`config.mk`:
```
export PLATFORM = sky130hd
export DESIGN_NAME = lcfs_supervisor
export DESIGN_NICKNAME = d
export VERILOG_FILES = /design/src/lcfs_pkg.sv /design/src/lcfs_sync.sv /design/src/lcfs_deglitch.sv /design/src/lcfs_supervisor.sv
export SDC_FILE = /design/constraint.sdc
export NUM_CORES = 1
export LEC_CHECK = 0
export BUFFER_PORTS_ARGS = -buffer_cell sky130_fd_sc_hd__buf_4
export CORE_MARGIN = 2
export CORE_UTILIZATION = 67
export CTS_BUF_LIST = sky130_fd_sc_hd__clkbuf_2
export CTS_CLUSTER_SIZE = 8
export DETAILED_ROUTE_END_ITERATION = 12
export GPL_TIMING_DRIVEN = 0
export PLACE_DENSITY_LB_ADDON = 0.3
export SLEW_MARGIN = 15
export SYNTH_ARGS = -nofsm -noshare
export SYNTH_HDL_FRONTEND = slang
export SYNTH_HIERARCHICAL = 1
export SYNTH_SLANG_ARGS = --single-unit
```
`constraint.sdc`:
```
create_clock -name clock -period 7.1 [get_ports clock]
set_input_delay 0.71 -clock clock [delete_from_list [all_inputs] [get_ports clock]]
set_output_delay 0.71 -clock clock [all_outputs]
set_load 0.02 [all_outputs]
```
`src/lcfs_pkg.sv`:
```
/*
  Shared constants and types of the LED channel fault supervisor.
  Assumes a single 40 MHz core clock feeding every module that imports it.
*/
package lcfs_pkg;

  ////////////////////////////////////////////////////////////////////////////
  // Channel count and clock
  localparam int LCFS_NUM_CH = 3;
  localparam int LCFS_CLK_HZ = 40_000_000;

  ////////////////////////////////////////////////////////////////////////////
  // Deglitch timing
  localparam int LCFS_DEGLITCH_MS   = 2;
  localparam int LCFS_DEGLITCH_CLKS = LCFS_DEGLITCH_MS * (LCFS_CLK_HZ / 1000);
  localparam int LCFS_OPEN_CYCLES   = 7;
  localparam int LCFS_SHORT_CYCLES  = 7;
  localparam int LCFS_SINGLE_CYCLES = 7;

  ////////////////////////////////////////////////////////////////////////////
  // Alarm line read-back settle time before an external override is judged
  localparam int             LCFS_SETTLE_W    = 3;
  localparam logic [2:0]     LCFS_SETTLE_CLKS = 3'h4;

  ////////////////////////////////////////////////////////////////////////////
  // General alarm driver states
  typedef enum logic [2:0] {
    LCFS_ALM_IDLE = 3'h1,
    LCFS_ALM_PULL = 3'h2,
    LCFS_ALM_FREE = 3'h4
  } lcfs_alm_e;

endpackage : lcfs_pkg

```
`src/lcfs_sync.sv`:
```
/*
  Three-stage input synchroniser with agreement filter.
  Assumes asynchronous inputs; output moves only when stages two and three agree.
*/
`timescale 1ns/1ps
module lcfs_sync
  import lcfs_pkg::*;
#(
  parameter int W = 1
) (
  input  wire logic         clock,
  input  wire logic         arst_n,
  input  wire logic [W-1:0] d,
  output logic      [W-1:0] q
);

  ////////////////////////////////////////////////////////////////////////////
  // State
  typedef struct packed {
    logic [W-1:0] s1;
    logic [W-1:0] s2;
    logic [W-1:0] s3;
    logic [W-1:0] q;
  } lcfs_sync_s;

  lcfs_sync_s st_r;
  lcfs_sync_s st_nxt;

  if (W < 1) begin : g_chk
    $error("lcfs_sync width must be at least one");
  end

  ////////////////////////////////////////////////////////////////////////////
  // Stage one feeds stage two only
  always_comb begin
    st_nxt    = st_r;
    st_nxt.s1 = d;
    st_nxt.s2 = st_r.s1;
    st_nxt.s3 = st_r.s2;
    st_nxt.q  = (st_r.s2 & st_r.s3) | (st_r.q & (st_r.s2 | st_r.s3)); // RULE20
  end

  always_ff @(posedge clock or negedge arst_n) begin
    if (!arst_n) begin
      st_r <= '0;
    end else begin
      st_r <= st_nxt;
    end
  end

  assign q = st_r.q;

endmodule : lcfs_sync

```
`src/lcfs_deglitch.sv`:
```
/*
  Fault deglitch qualifier for one comparator of one channel.
  Assumes cond and active are synchronous; active is the channel's own on state.
  Qualifies after LIMIT clocks of continuous on-time or CYCLES whole on-times.
*/
`timescale 1ns/1ps
module lcfs_deglitch
  import lcfs_pkg::*;
#(
  parameter int LIMIT  = LCFS_DEGLITCH_CLKS,
  parameter int CYCLES = LCFS_OPEN_CYCLES
) (
  input  wire logic clock,
  input  wire logic arst_n,
  input  wire logic clear,
  input  wire logic active,
  input  wire logic cond,
  output logic      qualified
);

  localparam int TW = $clog2(LIMIT + 1);
  localparam int CW = $clog2(CYCLES + 1);
  localparam logic [TW-1:0] T_LAST = TW'(LIMIT - 1);
  localparam logic [CW-1:0] C_LAST = CW'(CYCLES - 1);

  if (LIMIT < 2 || CYCLES < 1) begin : g_chk
    $error("lcfs_deglitch needs LIMIT of two or more and CYCLES of one or more");
  end

  ////////////////////////////////////////////////////////////////////////////
  // State
  typedef struct packed {
    logic [TW-1:0] timer;
    logic [CW-1:0] cycles;
    logic          held;
    logic          prev_on;
    logic          qual;
  } lcfs_dgl_s;

  lcfs_dgl_s st_r;
  lcfs_dgl_s st_nxt;

  ////////////////////////////////////////////////////////////////////////////
  // Qualification; comparator is only trusted while the channel conducts
  always_comb begin
    st_nxt         = st_r;
    st_nxt.prev_on = active;
    if (clear) begin
      st_nxt = '0;
    end else if (active) begin
      if (!st_r.prev_on) begin
        st_nxt.held  = 1'h1;
        st_nxt.timer = '0;
      end
      if (cond) begin
        if (st_nxt.timer >= T_LAST) begin
          st_nxt.qual = 1'h1; // RULE13
        end else begin
          st_nxt.timer = st_nxt.timer + 1'h1;
        end
      end else begin
        st_nxt.held   = 1'h0; // RULE13
        st_nxt.timer  = '0;
        st_nxt.cycles = '0;
        st_nxt.qual   = 1'h0;
      end
    end else if (st_r.prev_on && st_r.held) begin
      if (st_r.cycles >= C_LAST) begin
        st_nxt.qual = 1'h1; // RULE18
      end else begin
        st_nxt.cycles = st_r.cycles + 1'h1;
      end
    end
  end

  always_ff @(posedge clock or negedge arst_n) begin
    if (!arst_n) begin
      st_r <= '0;
    end else begin
      st_r <= st_nxt;
    end
  end

  assign qualified = st_r.qual;
endmodule : lcfs_deglitch

```
`src/lcfs_supervisor.sv`:
```
/*
  LED channel fault supervisor: channel gating, fault latches, alarm drivers.
  Assumes comparator outputs and pins are asynchronous, and that the alarm
  wires carry a weak pull-up resolved outside this module.
*/
//
// Behaviour
// (RULE1) Each dimming input gates its own channel; held low keeps that channel off.
// (RULE2) Both alarm pins only pull low; a weak pull-up sits outside the logic.
// (RULE3) General alarm line low, from any of up to 15 drivers, turns all off.
// (RULE4) Release the general pull-down on external override, enable toggle or power-up.
// (RULE5) Thermal and open-load alarms release by themselves once the cause is gone.
// (RULE6) Output short, single short and reference faults latch their alarms.
// (RULE7) General alarm for thermal, open, short, reference; single alarm for single short.
// (RULE8) Single short reported only while supply is qualified above 9V.
// (RULE9) Single short only reports; channel keeps sourcing until host turns it off.
// (RULE10) Single alarm tied to general line shuts all channels via the bus.
// (RULE11) Whole-string short pulls the general line low, turning all channels off.
// (RULE12) With the line held high, a string short turns off only its channel.
// (RULE13) Open load deglitched by 2ms of on-time or seven whole dimming cycles.
// (RULE14) Open load with free line: pull low, open channel on, others off.
// (RULE15) Open load with the line held high keeps all channels on.
// (RULE16) Without a host only power cycling clears latched faults.
// (RULE17) Three string sense comparators feed per-channel single short detection.
// (RULE18) Short and single-short conditions deglitched over seven dimming cycles.
// (RULE19) Reference resistor fault turns all strings off and latches until cleared.
// (RULE20) Inputs synchronised; deglitch timing from the clock and dimming edges.
// (RULE21) Latches, counters and channel-off states cleared by enable toggle and reset.
//
`timescale 1ns/1ps
module lcfs_supervisor
  import lcfs_pkg::*;
#(
  parameter int NUM_CH        = LCFS_NUM_CH,
  parameter int DEGLITCH_CLKS = LCFS_DEGLITCH_CLKS
) (
  input  wire logic              clock,
  input  wire logic              arst_n,
  input  wire logic              chip_enable,
  input  wire logic [NUM_CH-1:0] channel_dim_input,
  input  wire logic [NUM_CH-1:0] output_short_cmp,
  input  wire logic [NUM_CH-1:0] open_load_cmp,
  input  wire logic [NUM_CH-1:0] string_sense_input,
  input  wire logic              thermal_cmp,
  input  wire logic              ref_fault_cmp,
  input  wire logic              supply_ok_cmp,
  input  wire logic              gen_alarm_i,
  output logic                   gen_alarm_o,
  output logic                   gen_alarm_oe,
  input  wire logic              single_alarm_i,
  output logic                   single_alarm_o,
  output logic                   single_alarm_oe,
  output logic      [NUM_CH-1:0] channel_current_output
);

  localparam int SW = 4 * NUM_CH + 6;

  if (NUM_CH < 1 || DEGLITCH_CLKS < 2) begin : g_chk
    $error("lcfs_supervisor needs one channel or more and a deglitch of two clocks or more");
  end

  ////////////////////////////////////////////////////////////////////////////
  // Input synchronisation
  logic [SW-1:0]     sync_q;
  logic              en_s;
  logic [NUM_CH-1:0] dim_s;
  logic [NUM_CH-1:0] short_s;
  logic [NUM_CH-1:0] open_s;
  logic [NUM_CH-1:0] sense_s;
  logic              thermal_s;
  logic              ref_s;
  logic              supply_ok_s;
  logic              gen_in_s;
  logic              single_in_s;

  lcfs_sync #(
    .W (SW)
  ) u_sync (
    .clock  (clock),
    .arst_n (arst_n),
    .d      ({chip_enable, channel_dim_input, output_short_cmp, open_load_cmp,
              string_sense_input, thermal_cmp, ref_fault_cmp, supply_ok_cmp,
              gen_alarm_i, single_alarm_i}),
    .q      (sync_q)
  );

  assign {en_s, dim_s, short_s, open_s, sense_s, thermal_s, ref_s, supply_ok_s,
          gen_in_s, single_in_s} = sync_q; // RULE20

  ////////////////////////////////////////////////////////////////////////////
  // State
  typedef struct packed {
    logic [NUM_CH-1:0]        short_lat;
    logic [NUM_CH-1:0]        single_lat;
    logic                     ref_lat;
    lcfs_alm_e                alm;
    logic [LCFS_SETTLE_W-1:0] settle;
    logic [NUM_CH-1:0]        chan_on;
    logic                     single_oe;
  } lcfs_sup_s;

  lcfs_sup_s st_r;
  lcfs_sup_s st_nxt;

  logic              clr;
  logic [NUM_CH-1:0] short_q;
  logic [NUM_CH-1:0] open_q;
  logic [NUM_CH-1:0] single_q;
  logic              gen_req;
  logic              bus_low;

  // Enable low holds everything cleared, so a low-high toggle is a full clear
  assign clr     = !en_s; // RULE21
  assign bus_low = !gen_in_s; // RULE3

  ////////////////////////////////////////////////////////////////////////////
  // Per-channel deglitch, timed on the channel's own conduction
  for (genvar i = 0; i < NUM_CH; i++) begin : g_ch
    lcfs_deglitch #(
      .LIMIT  (DEGLITCH_CLKS),
      .CYCLES (LCFS_SHORT_CYCLES)
    ) u_short (
      .clock     (clock),
      .arst_n    (arst_n),
      .clear     (clr),
      .active    (st_r.chan_on[i]),
      .cond      (short_s[i]), // RULE18
      .qualified (short_q[i])
    );

    lcfs_deglitch #(
      .LIMIT  (DEGLITCH_CLKS),
      .CYCLES (LCFS_OPEN_CYCLES)
    ) u_open (
      .clock     (clock),
      .arst_n    (arst_n),
      .clear     (clr),
      .active    (st_r.chan_on[i]),
      .cond      (open_s[i]), // RULE13
      .qualified (open_q[i])
    );

    lcfs_deglitch #(
      .LIMIT  (DEGLITCH_CLKS),
      .CYCLES (LCFS_SINGLE_CYCLES)
    ) u_single (
      .clock     (clock),
      .arst_n    (arst_n),
      .clear     (clr),
      .active    (st_r.chan_on[i]),
      .cond      (sense_s[i] && supply_ok_s), // RULE17 RULE8
      .qualified (single_q[i])
    );
  end

  ////////////////////////////////////////////////////////////////////////////
  // Latches, alarm driver and channel gating
  always_comb begin
    st_nxt = st_r;

    // Set wins over clear for short and single latches; deglitchers are cleared too, so clear still lands
    st_nxt.short_lat  = (clr ? '0 : st_r.short_lat) | short_q; // RULE6 RULE16
    st_nxt.single_lat = (clr ? '0 : st_r.single_lat)
                      | (single_q & {NUM_CH{supply_ok_s}}); // RULE6 RULE8
    st_nxt.ref_lat    = (clr ? 1'h0 : st_r.ref_lat) | (ref_s && en_s); // RULE19

    // Live causes need no latch, so their alarm drops with the cause
    gen_req = (|st_nxt.short_lat) || (|open_q) || thermal_s || st_nxt.ref_lat; // RULE7 RULE5

    if (clr) begin
      st_nxt.alm    = LCFS_ALM_IDLE; // RULE4
      st_nxt.settle = '0;
    end else begin
      case (st_r.alm)
        LCFS_ALM_IDLE: begin
          if (gen_req) begin
            st_nxt.alm    = LCFS_ALM_PULL; // RULE11 RULE14
            st_nxt.settle = '0;
          end
        end
        // Settle spans the read-back lag, else our own pull would look overridden
        LCFS_ALM_PULL: begin
          if (!gen_req) begin
            st_nxt.alm = LCFS_ALM_IDLE; // RULE5
          end else if (st_r.settle < LCFS_SETTLE_CLKS) begin
            st_nxt.settle = st_r.settle + 1'h1;
          end else if (gen_in_s) begin
            // Line high while pulling means a stronger source overrides us
            st_nxt.alm = LCFS_ALM_FREE; // RULE4
          end
        end
        LCFS_ALM_FREE: begin
          st_nxt.alm = LCFS_ALM_FREE;
        end
        default: begin
          st_nxt.alm = LCFS_ALM_IDLE;
        end
      endcase
    end

    // Single short never gates a channel by itself; only via a tied bus
    for (int i = 0; i < NUM_CH; i++) begin
      st_nxt.chan_on[i] = en_s && dim_s[i] // RULE1 RULE9
                        && !thermal_s && !st_nxt.ref_lat // RULE19
                        && !st_nxt.short_lat[i] // RULE12
                        && !(bus_low && !open_q[i]); // RULE3 RULE10 RULE14 RULE15
    end

    st_nxt.single_oe = |st_nxt.single_lat; // RULE7
  end

  always_ff @(posedge clock or negedge arst_n) begin
    if (!arst_n) begin
      st_r <= '{short_lat: '0, single_lat: '0, ref_lat: 1'h0, alm: LCFS_ALM_IDLE,
                settle: '0, chan_on: '0, single_oe: 1'h0};
    end else begin
      st_r <= st_nxt;
    end
  end

  ////////////////////////////////////////////////////////////////////////////
  // Pins; drivers only sink, the level comes from the wire's pull-up
  assign gen_alarm_o            = 1'h0; // RULE2
  assign single_alarm_o         = 1'h0; // RULE2
  assign gen_alarm_oe           = (st_r.alm == LCFS_ALM_PULL);
  assign single_alarm_oe        = st_r.single_oe;
  assign channel_current_output = st_r.chan_on;

  // Antecedents use synced inputs, which trail the pins by four clocks

  for (genvar i = 0; i < NUM_CH; i++) begin : g_chk_ch

  end
endmodule : lcfs_supervisor

```
## Word-level counts from Yosys, hierarchy flattened

Index checks and enable logic that the tools add are counted.

| storage, ports and cells | value |
|---|---|
| register bits | 290 |
| bits in latches | 0 |
| RAM bits | 0 |
| bits in read-only memories | 0 |
| input bits | 20 |
| output and inout bits | 7 |
| word-level logic and storage cells | 420 |
| memories | 0 |

| cells by class | value |
|---|---|
| $add $sub $neg | 19 |
| $mul | 0 |
| div/mod/pow operators | 0 |
| $lt $le $gt $ge | 19 |
| eq/ne operators | 66 |
| shifts and indexed selects | 0 |
| multiplexer cells | 180 |
| bitwise gates (word level) | 8 |
| reduce and logical (&&, ||, !) cells | 78 |

Operators by type and width:

| kind | count |
|---|---|
| two-way mux 17 bit | 54 |
| two-way mux 21 bit | 9 |
| adder 17 x 1 -> 17 bit, second input constant | 9 |
| greater-or-equal comparator 17 bit, second input constant | 9 |
| two-way mux 3 bit | 34 |
| inequality test 3 bit, second input constant | 31 |
| two-way mux 1 bit | 70 |
| AND reduction 3 bit | 19 |
| inequality test 3 x 2 -> 1 bit, second input constant | 18 |
| AND 18 bit | 2 |
| two-way mux 4 bit | 9 |
| OR 18 bit | 2 |
| logical AND 1 bit | 31 |
| adder 3 x 1 -> 3 bit, second input constant | 10 |
| greater-or-equal comparator 3 bit, second input constant | 9 |
| inequality test 4 x 3 -> 1 bit, second input constant | 6 |
| inequality test 4 bit, second input constant | 5 |
| AND reduction 2 bit | 9 |
| logical NOT 1 bit | 12 |
| two-way mux 6 bit | 2 |
| one-hot mux 3 bit (3 select lines) | 1 |
| OR reduction 3 bit | 3 |
| inequality test 2 bit, second input constant | 3 |
| OR 3 bit | 2 |
| 9 further kinds | 11 |

## Longest topological paths before layout

Gate-level depths: netlist of run 1.

| depth | value |
|---|---|
| depth after elaboration | 9 |
| gate-level depth with buffers | 10 |

## Modules after synthesis

Netlist of run 1, hierarchy kept.

Modules (own cells, without submodules):

| module | instances | cells an instance | area each (µm²) | seq. area each (µm²) |
|---|---|---|---|---|
| lcfs_deglitch (g_ch[0].u_open ...) | 8 | 158 | 1381.3 | 575.6 |
| lcfs_sync | 1 | 108 | 2139.6 | 1801.7 |
| lcfs_deglitch (g_ch[2].u_single) | 1 | 153 | 1346.3 | 575.6 |
| lcfs_supervisor | 1 | 79 | 837.1 | 426.7 |

## Worst setup path before layout of run 1

OpenSTA, ideal clock, no wires.

| timing path | value |
|---|---|
| path type | register to register |
| start | register u_sync.st_r, in the netlist u_sync/q[17] |
| end | register g_ch[0].u_single/st_r[12] (netlist name) |
| library setup time | 0.120 ns |
| arrival | 2.209 ns |
| required time | 6.980 ns |
| setup slack | 4.771 ns |
| cell stages (with the launch flop) | 10 |
| buffers on the path | 3 |
| period minus slack after synthesis | 2.329 ns |
| cell sequence | dfrtp_1 > buf_4 > buf_2 > inv_1 > and3b_1 > clkbuf_1 > nand2_1 > nor3_1 > a22o_1 > a31o_2 |

| on the way | value |
|---|---|
| word-level cells in the longest chain between the ends | 1 |
| elaborated cells on any way between the ends | 2 |
| classes of those cells | eq/ne: 1; mux: 1 |

Ends and longest elaborated chain:

| item | RTL line | source |
|---|---|---|
| start: declaration | lcfs_sync.sv:26 | `lcfs_sync_s st_r;` |
| start signal: assignment | lcfs_sync.sv:47 | `st_r <= st_nxt;` |
| inequality test 2 bit (no line) / two-way mux 21 bit (equally long branches) | -- |  |
| end signal: assignment | lcfs_deglitch.sv:80 | `st_r <= st_nxt;` |
| end: declaration | lcfs_deglitch.sv:40 | `lcfs_dgl_s st_r;` |

Parallel ways exist; a longest one is shown, timed or not.
A chain may end at the register's enable or synchronous reset.

## Worst setup path after layout of run 1

| timing path | value |
|---|---|
| start | register u_sync.st_r, in the netlist u_sync/q[17] |
| end | register g_ch[2].u_single/st_r[9] (netlist name) |

| on the way | value |
|---|---|
| word-level cells in the longest chain between the ends | 1 |
| elaborated cells on any way between the ends | 2 |
| classes of those cells | eq/ne: 1; mux: 1 |

Ends and longest elaborated chain:

| item | RTL line |
|---|---|
| inequality test 2 bit (no line) / two-way mux 21 bit (equally long branches) | -- |
| end signal: assignment | lcfs_deglitch.sv:80 |
| end: declaration | lcfs_deglitch.sv:40 |

Parallel ways exist; a longest one is shown, timed or not.

==> results of run 1 <==
## state kept, by name, indices dropped and copies added, names as in the netlist
register and count:
channel_current_output 3, st_r 13, g_ch.u_open/qualified 3, g_ch.u_short/st_r 66, u_sync/st_r 17, g_ch.u_single/st_r 66, u_sync/st_nxt 34, u_sync/q 17
g_ch.u_single/qualified 3, g_ch.u_short/qualified 3, single_alarm_oe 1, g_ch.u_open/st_r 66
## routing by layer
| metal | GRT usage | vias to the layer above | share of wire |
|---|---|---|---|
| met1 | 0.3954 | 6392 | 0.44 |
| met4 | 0.1160 | 0 | 0.025 |
| met5 | 0 | - | 0 |
| met2 | 0.4705 | 461 | 0.48 |
| met3 | 0.04485 | 78 | 0.058 |
| li1 | - | 6295 | - |
## layout make-up
type | count | area [µm²] | share of cell area
multi-input combinational | 1171 | 7346 | 0.4392
inverter | 50 | 187.7 | 0.01122
timing repair buffer | 44 | 442.9 | 0.02648
clock inverter | 24 | 148.9 | 0.008901
tap | 285 | 356.6 | 0.02132
antenna | 2 | 5.005 | 0.0002992
clock buffer | 103 | 515.5 | 0.03082
sequential | 292 | 7308 | 0.4369
buffer | 86 | 416.7 | 0.02491
## placed cells by master, fill, tap and decap left out, types with 10 or more instances in the layout
master	instances
sky130_fd_sc_hd__nand3_1	63
sky130_fd_sc_hd__dfrtp_1	291
sky130_fd_sc_hd__inv_1	49
sky130_fd_sc_hd__nor4_1	18
sky130_fd_sc_hd__a31oi_1	37
sky130_fd_sc_hd__and3_1	25
sky130_fd_sc_hd__maj3_2	17
sky130_fd_sc_hd__clkbuf_1	60
sky130_fd_sc_hd__o211ai_1	18
sky130_fd_sc_hd__nor2_1	68
sky130_fd_sc_hd__a22oi_1	16
sky130_fd_sc_hd__and2_1	21
sky130_fd_sc_hd__xor2_1	25
sky130_fd_sc_hd__buf_4	44
sky130_fd_sc_hd__nor3_1	55
sky130_fd_sc_hd__and4_1	16
sky130_fd_sc_hd__a21oi_1	84
sky130_fd_sc_hd__o31ai_1	10
sky130_fd_sc_hd__o22ai_1	40
sky130_fd_sc_hd__clkinv_1	17
sky130_fd_sc_hd__o21ai_0	146
sky130_fd_sc_hd__a32o_1	16
sky130_fd_sc_hd__ha_1	20
sky130_fd_sc_hd__nand2_1	162
sky130_fd_sc_hd__dlygate4sd3_1	18
sky130_fd_sc_hd__a211oi_1	28
sky130_fd_sc_hd__mux2i_1	16
sky130_fd_sc_hd__clkbuf_2	103
sky130_fd_sc_hd__nand2b_1	17
sky130_fd_sc_hd__a22o_1	15
sky130_fd_sc_hd__nand4_1	62
sky130_fd_sc_hd__nor2b_1	29
sky130_fd_sc_hd__a2bb2oi_1	17
sky130_fd_sc_hd__a211o_1	17
## critical path, delay by kind of cell, from the launching register on
kind / cells / cell delay (ns)
AO/OA/AOI/OAI: 1 / 0.08
buffers and inverters: 3 / 0.77
flip-flops: 1 / 0.38
AND/OR/NAND/NOR: 4 / 1.68
## through the flow
step / hold slack [ns] / cell area [µm²] / cells / setup WS, ns / total power (W)
floorplan: 0.3312 / 15260 / 1599 / 4.771 / 0.001905
global placement: 0.3318 / 15790 / 1907 / 2.884 / 0.001995
detailed placement: 0.3347 / 15880 / 1910 / 4.163 / 0.002010
CTS: 0.3327 / 16720 / 2055 / 4.113 / 0.003152
global route: 0.3213 / 16730 / 2057 / 3.925 / 0.003267
finish: 0.3517 / 16730 / 2057 / 4.080 / 0.003119
## worst max-delay path by stage
stage            startpoint                        end  slack [ns]  cells past startpoint
6_report       u_sync/q[17]   g_ch[2].u_single/st_r[9]        4.08                      8
5_1_grt        u_sync/q[17]   g_ch[2].u_single/st_r[9]        3.92                      8
4_1_cts        u_sync/q[17]   g_ch[2].u_single/st_r[9]        4.11                      8
3_5_place_dp   u_sync/q[17]   g_ch[2].u_single/st_r[9]        4.16                      8
3_3_place_gp         arst_n    g_ch[1].u_open/st_r[10]        2.88                      1
2_1_floorplan  u_sync/q[17]  g_ch[0].u_single/st_r[12]        4.77                      9
## repair_timing
item | 4_1_cts | 5_1_grt
hold buffers | 18 | 0
hold endpoints to repair | 62 | 0
gates resized for setup | 0 | 0
endpoints found under the setup margin | 0 | 0
## where the power goes
group / internal [W] / switching (W)
clock: 0.000462 / 0.000670
sequential: 0.00170 / 0.0000328
combinational: 0.0000960 / 0.000155
total: 0.00226 / 0.000857
==> flow_metrics.env, run 1 <==
export IMPL_tritoncts="done"
export IMPL_hold_path_cell_count=0
export IMPL_cp_data_arrival_time_ns=3.76
export IMPL_worst_skew_pair_later_pin_latency_ns=0.85
export IMPL_drt_first_pass_iters=7
export IMPL_final_setup_tns_ns=0
export IMPL_min_period_over_period=0.4254
export IMPL_min_delay_start="u_sync/st_nxt[47]"
export IMPL_setup_repair_after_global_routing_missed_its_margin="false"
export IMPL_worst_r2r_path_depth=8
export IMPL_chipWidth_um=154.9
export IMPL_path_max_fanout=36
export IMPL_min_delay_worst_endpoint="u_sync/st_nxt[29]"
export IMPL_peakVddDrop_mv=0.1560
export IMPL_critical_path_reg2reg_endpoint="g_ch[2].u_single/st_r[9]"
export IMPL_routabilityCongestion=0.9361
export IMPL_reg2reg_slack_ns=4.08
export IMPL_r2r_start="u_sync/q[17]"
export IMPL_cts_reportedPaths_clkPinSlew_ns=0.10
export IMPL_core_rowCount=55
export IMPL_status="finished clean"
export IMPL_pin_count=27
export IMPL_grt_pass1_vias=12650
export IMPL_crit_path_end_kind="flop"
export IMPL_finalMaxSlewViolations=0
export IMPL_critPathRequiredTime_ns=7.84
export IMPL_worstSetupStartpointType="flop"
export IMPL_syn_inst=1598
export IMPL_utilization_after_layout=0.7433
export IMPL_portBuffers=23
export IMPL_initial_core_util=0.6779
export IMPL_worst_setup_path_type="reg2reg"
export IMPL_design_core_area_um2=22500
export IMPL_timing_worst_slew_pin_value_ns=1.071
export IMPL_num_vias=13230
export IMPL_post_route_min_period_ns=3.020
export IMPL_wirelength_routed_um=34260
export IMPL_clock_tree_root_cell="sky130_fd_sc_hd__clkbuf_2"
export IMPL_final_setup_viol_count=0
export IMPL_yosysWarningCount=6
export IMPL_maximum_number_of_pins_on_one_net_before_global_route_repair=103
export IMPL_cts_sink_count=292
export IMPL_hold_violation_total_from_the_final_report=0
export IMPL_power_leakage_nw=7.010
export IMPL_antenna_violations_before_repair=1
export IMPL_tritoncts_num_buffers=74
export IMPL_global_route_overflow_total=0
export IMPL_postCtsSetupRepairBufs=0
export IMPL_post_synth_instance_area_um2=15250
export IMPL_fmax_mhz=331.1
export IMPL_min_path_type="reg2reg"
export IMPL_cts_htree_levels=3
export IMPL_slew_headroom=0.2792
export IMPL_maxCapViolCount=0
export IMPL_aggregate_global_route_resource_usage=0.2895
export IMPL_crit_path_cells="buf_4 -> buf_2 -> inv_2 -> nand3b_1 -> nor2_1 -> nand2_1 -> or4_1 -> o21ai_0"
export IMPL_die_height_um=154.9
export IMPL_clk_path_buf_depth=3
export IMPL_synth_avg_cell_area_um2=9.546
export IMPL_fp_dieArea_um2=23990
export IMPL_detail_route_drc_violations=0
export IMPL_areaGrowthSynthToFinish_pct=9.654
export IMPL_num_nets_final=1759
export IMPL_place_hpwl_um=22460
export IMPL_drive_above_1_share=0.1220
export IMPL_powerDensity_nw_per_um2=186.4
export IMPL_grt_pass1_wl_um=58280
export IMPL_fin_worst_skew_ns=0.08548
export IMPL_critical_path_max_stage_delay_ns=0.66
export IMPL_drt_first_iter_violations=1210
export IMPL_fill_cells=1657
export IMPL_cp_slowest_cell="sky130_fd_sc_hd__nor2_1"
export IMPL_viasPerCell=6.430
export IMPL_drtAntennaViolNets=0
export IMPL_wl_per_cell_um=16.65
Note: power is estimated with default switching activity, not from simulation.
==> inputs of run 2 (changes only) <==
CORE_UTILIZATION = 66   (was 67)
clock period = 3.1 ns   (was 7.1 ns; I/O delays follow)
==> flow_metrics.env, run 2 (synthesis gave the netlist of run 1 again) <==
export IMPL_wl_per_cell_um=16.79
export IMPL_cp_buffers_inverters=4
export IMPL_hold_violation_total_from_the_final_report=0
export IMPL_clk_path_buf_depth=3
export IMPL_regArea_um2=7308
export IMPL_pin_count=27
export IMPL_num_nets_final=1759
export IMPL_viasPerCell=6.441
export IMPL_portBuffers=23
export IMPL_num_vias=13290
export IMPL_areaGrowthSynthToFinish_pct=9.883
export IMPL_drtAntennaViolNets=0
export IMPL_drt_first_pass_iters=5
export IMPL_clockPowerShare=0.375
export IMPL_core_rowCount=55
export IMPL_wirelength_routed_um=34640
export IMPL_layout_cells_non_filler=2063
export IMPL_crit_path_cells="buf_4 -> buf_2 -> inv_2 -> and3b_1 -> clkbuf_1 -> nand2_1 -> nor3_1 -> a22o_1 -> a31o_2"
export IMPL_aggregate_global_route_resource_usage=0.2931
export IMPL_cp_slowest_cell="sky130_fd_sc_hd__inv_2"
export IMPL_worstSetupStartpointType="flop"
export IMPL_power_net_switching_w=0.001976
export IMPL_min_period_over_period=0.9410
export IMPL_utilization_after_layout=0.7404
export IMPL_clock_tree_root_cell="sky130_fd_sc_hd__clkbuf_2"
export IMPL_cp_data_arrival_time_ns=3.60
export IMPL_die_height_um=156.0
export IMPL_path_max_fanout=36
export IMPL_peakVddDrop_mv=0.3804
export IMPL_reg2reg_slack_ns=0.18
export IMPL_setup_repair_after_global_routing_missed_its_margin="false"
export IMPL_grt_pass1_wl_um=59800
export IMPL_post_route_min_period_ns=2.917
export IMPL_initial_core_util=0.6738
export IMPL_drt_first_iter_violations=1226
export IMPL_tritoncts="done"
export IMPL_fin_worst_skew_ns=0.06412
export IMPL_worst_skew_pair_later_pin_latency_ns=0.85
export IMPL_numPlacedInstances=1909
export IMPL_routabilityCongestion=0.9436
export IMPL_postCtsSetupRepairBufs=0
export IMPL_status="finished clean"
export IMPL_timing_worst_slew_pin_value_ns=1.032
export IMPL_powerDensity_nw_per_um2=434.2
export IMPL_chipWidth_um=156.0
export IMPL_multiInputGateArea_um2=7348
export IMPL_cell_internal_pwr_w=0.005301
export IMPL_power_leakage_nw=7.043
export IMPL_cpLargestDelayFamily="buffers and inverters"
export IMPL_cts_htree_levels=3
export IMPL_post_layout_total_power_w=0.007278
export IMPL_global_route_overflow_total=0
export IMPL_cts_reportedPaths_clkPinSlew_ns=0.10
export IMPL_power_switching_share=0.2716
export IMPL_detail_route_drc_violations=0
export IMPL_worst_setup_path_type="reg2reg"
export IMPL_grt_pass1_vias=13000
export IMPL_layout_cells_most_common_list="sky130_fd_sc_hd__dfrtp_1 (291), sky130_fd_sc_hd__nand2_1 (162), sky130_fd_sc_hd__o21ai_0 (146), sky130_fd_sc_hd__clkbuf_2 (107), sky130_fd_sc_hd__a21oi_1 (84)"
export IMPL_slew_headroom=0.3057
export IMPL_fp_dieArea_um2=24350
export IMPL_tritoncts_num_buffers=75
export IMPL_finalMaxSlewViolations=0
export IMPL_fill_cells=1630
export IMPL_comb_power_share=0.078
export IMPL_place_hpwl_um=22690
export IMPL_cts_sink_count=292
export IMPL_critical_path_max_stage_delay_ns=0.64
export IMPL_drive_above_1_share=0.1261
export IMPL_biggestRegsByFlops="g_ch.u_open/st_r (66), g_ch.u_short/st_r (66), g_ch.u_single/st_r (66)"
export IMPL_maximum_number_of_pins_on_one_net_before_global_route_repair=111
export IMPL_maxCapViolCount=0
export IMPL_crit_path_end_kind="flop"
export IMPL_design_core_area_um2=22640
export IMPL_min_path_type="in2reg"
export IMPL_antenna_violations_before_repair=1
export IMPL_p_seq_frac=0.547
export IMPL_critPathRequiredTime_ns=3.79
export IMPL_most_common_library_cell_in_the_layout_ignoring_fill_and_taps="sky130_fd_sc_hd__dfrtp_1"
export IMPL_fmax_mhz=342.8
export IMPL_final_setup_viol_count=0
==> run 2: cell types whose count changed in the layout (fill, tap and decap cells not counted), sizes merged <==
cell	previous run	this run
clkbuf	163	167
clkinv	19	23
buf	52	51
diode	2	1
bufinv	2	3
clkinvlp	1	0
==> run 2: layer usage <==
layer | part of all wire | track usage | vias to the layer above
met2 | 0.48 | 0.4770 | 503
met5 | 0 | 0 | -
met3 | 0.062 | 0.05000 | 64
met1 | 0.43 | 0.3927 | 6400
met4 | 0.020 | 0.1228 | 0
li1 | - | - | 6321
==> run 2: per-stage QoR <==
stage / setup TNS [ns] / cell area (µm²) / hold WS [ns] / setup slack, ns
2_1_floorplan: 0 / 15260 / 0.01441 / 0.7707
3_3_place_gp: -210.04 / 15790 / 0.3324 / -0.7373
3_5_place_dp: 0 / 15850 / 0.3355 / 0.1997
4_1_cts: 0 / 16760 / 0.05074 / 0.1751
5_1_grt: 0 / 16760 / 0.05090 / 0.01569
6_report: 0 / 16760 / 0.1145 / 0.1828
==> run 2: final cells by class <==
class	count	share of cell area
clock inverters	28	0.01142
multi-input cells	1171	0.4384
clock buffers	107	0.03195
inverters	50	0.01120
diodes	1	0.0001493
well taps	285	0.02127
repair buffers	43	0.02478
plain buffers	86	0.02486
flip-flops and latches	292	0.4360
==> run 2: final timing paths <==
path / depth (start not counted) / startpoint / endpoint
worst max-delay path: 9 / u_sync/q[17] / g_ch[1].u_open/st_r[12]
worst min-delay path: 2 / channel_dim_input[2] / u_sync/st_nxt[52]
worst min register to register: 0 / u_sync/st_nxt[45] / u_sync/st_nxt[27]
worst max register to register: 9 / u_sync/q[17] / g_ch[1].u_open/st_r[12]
min in group asynchronous: 2 / arst_n / g_ch[0].u_short/st_r[22]
max in group asynchronous: 3 / arst_n / u_sync/st_nxt[45]
==> run 2: power groups by stage <==
stage | registers, W | logic, W | clock network, W
CTS | 0.00398 | 0.000566 | 0.00283
detailed placement | 0.00405 | 0.000546 | 0
global placement | 0.00405 | 0.000521 | 0
global route | 0.00399 | 0.000629 | 0.00306
floorplan | 0.00403 | 0.000334 | 0
finish | 0.00398 | 0.000566 | 0.00273
==> run 2: what timing repair did <==
| item | CTS | global route |
|---|---|---|
| hold buffers | 18 | 0 |
| setup endpoints to repair | 0 | 1 |
| hold endpoints to repair | 114 | 0 |
| resized for setup | 0 | 1 |
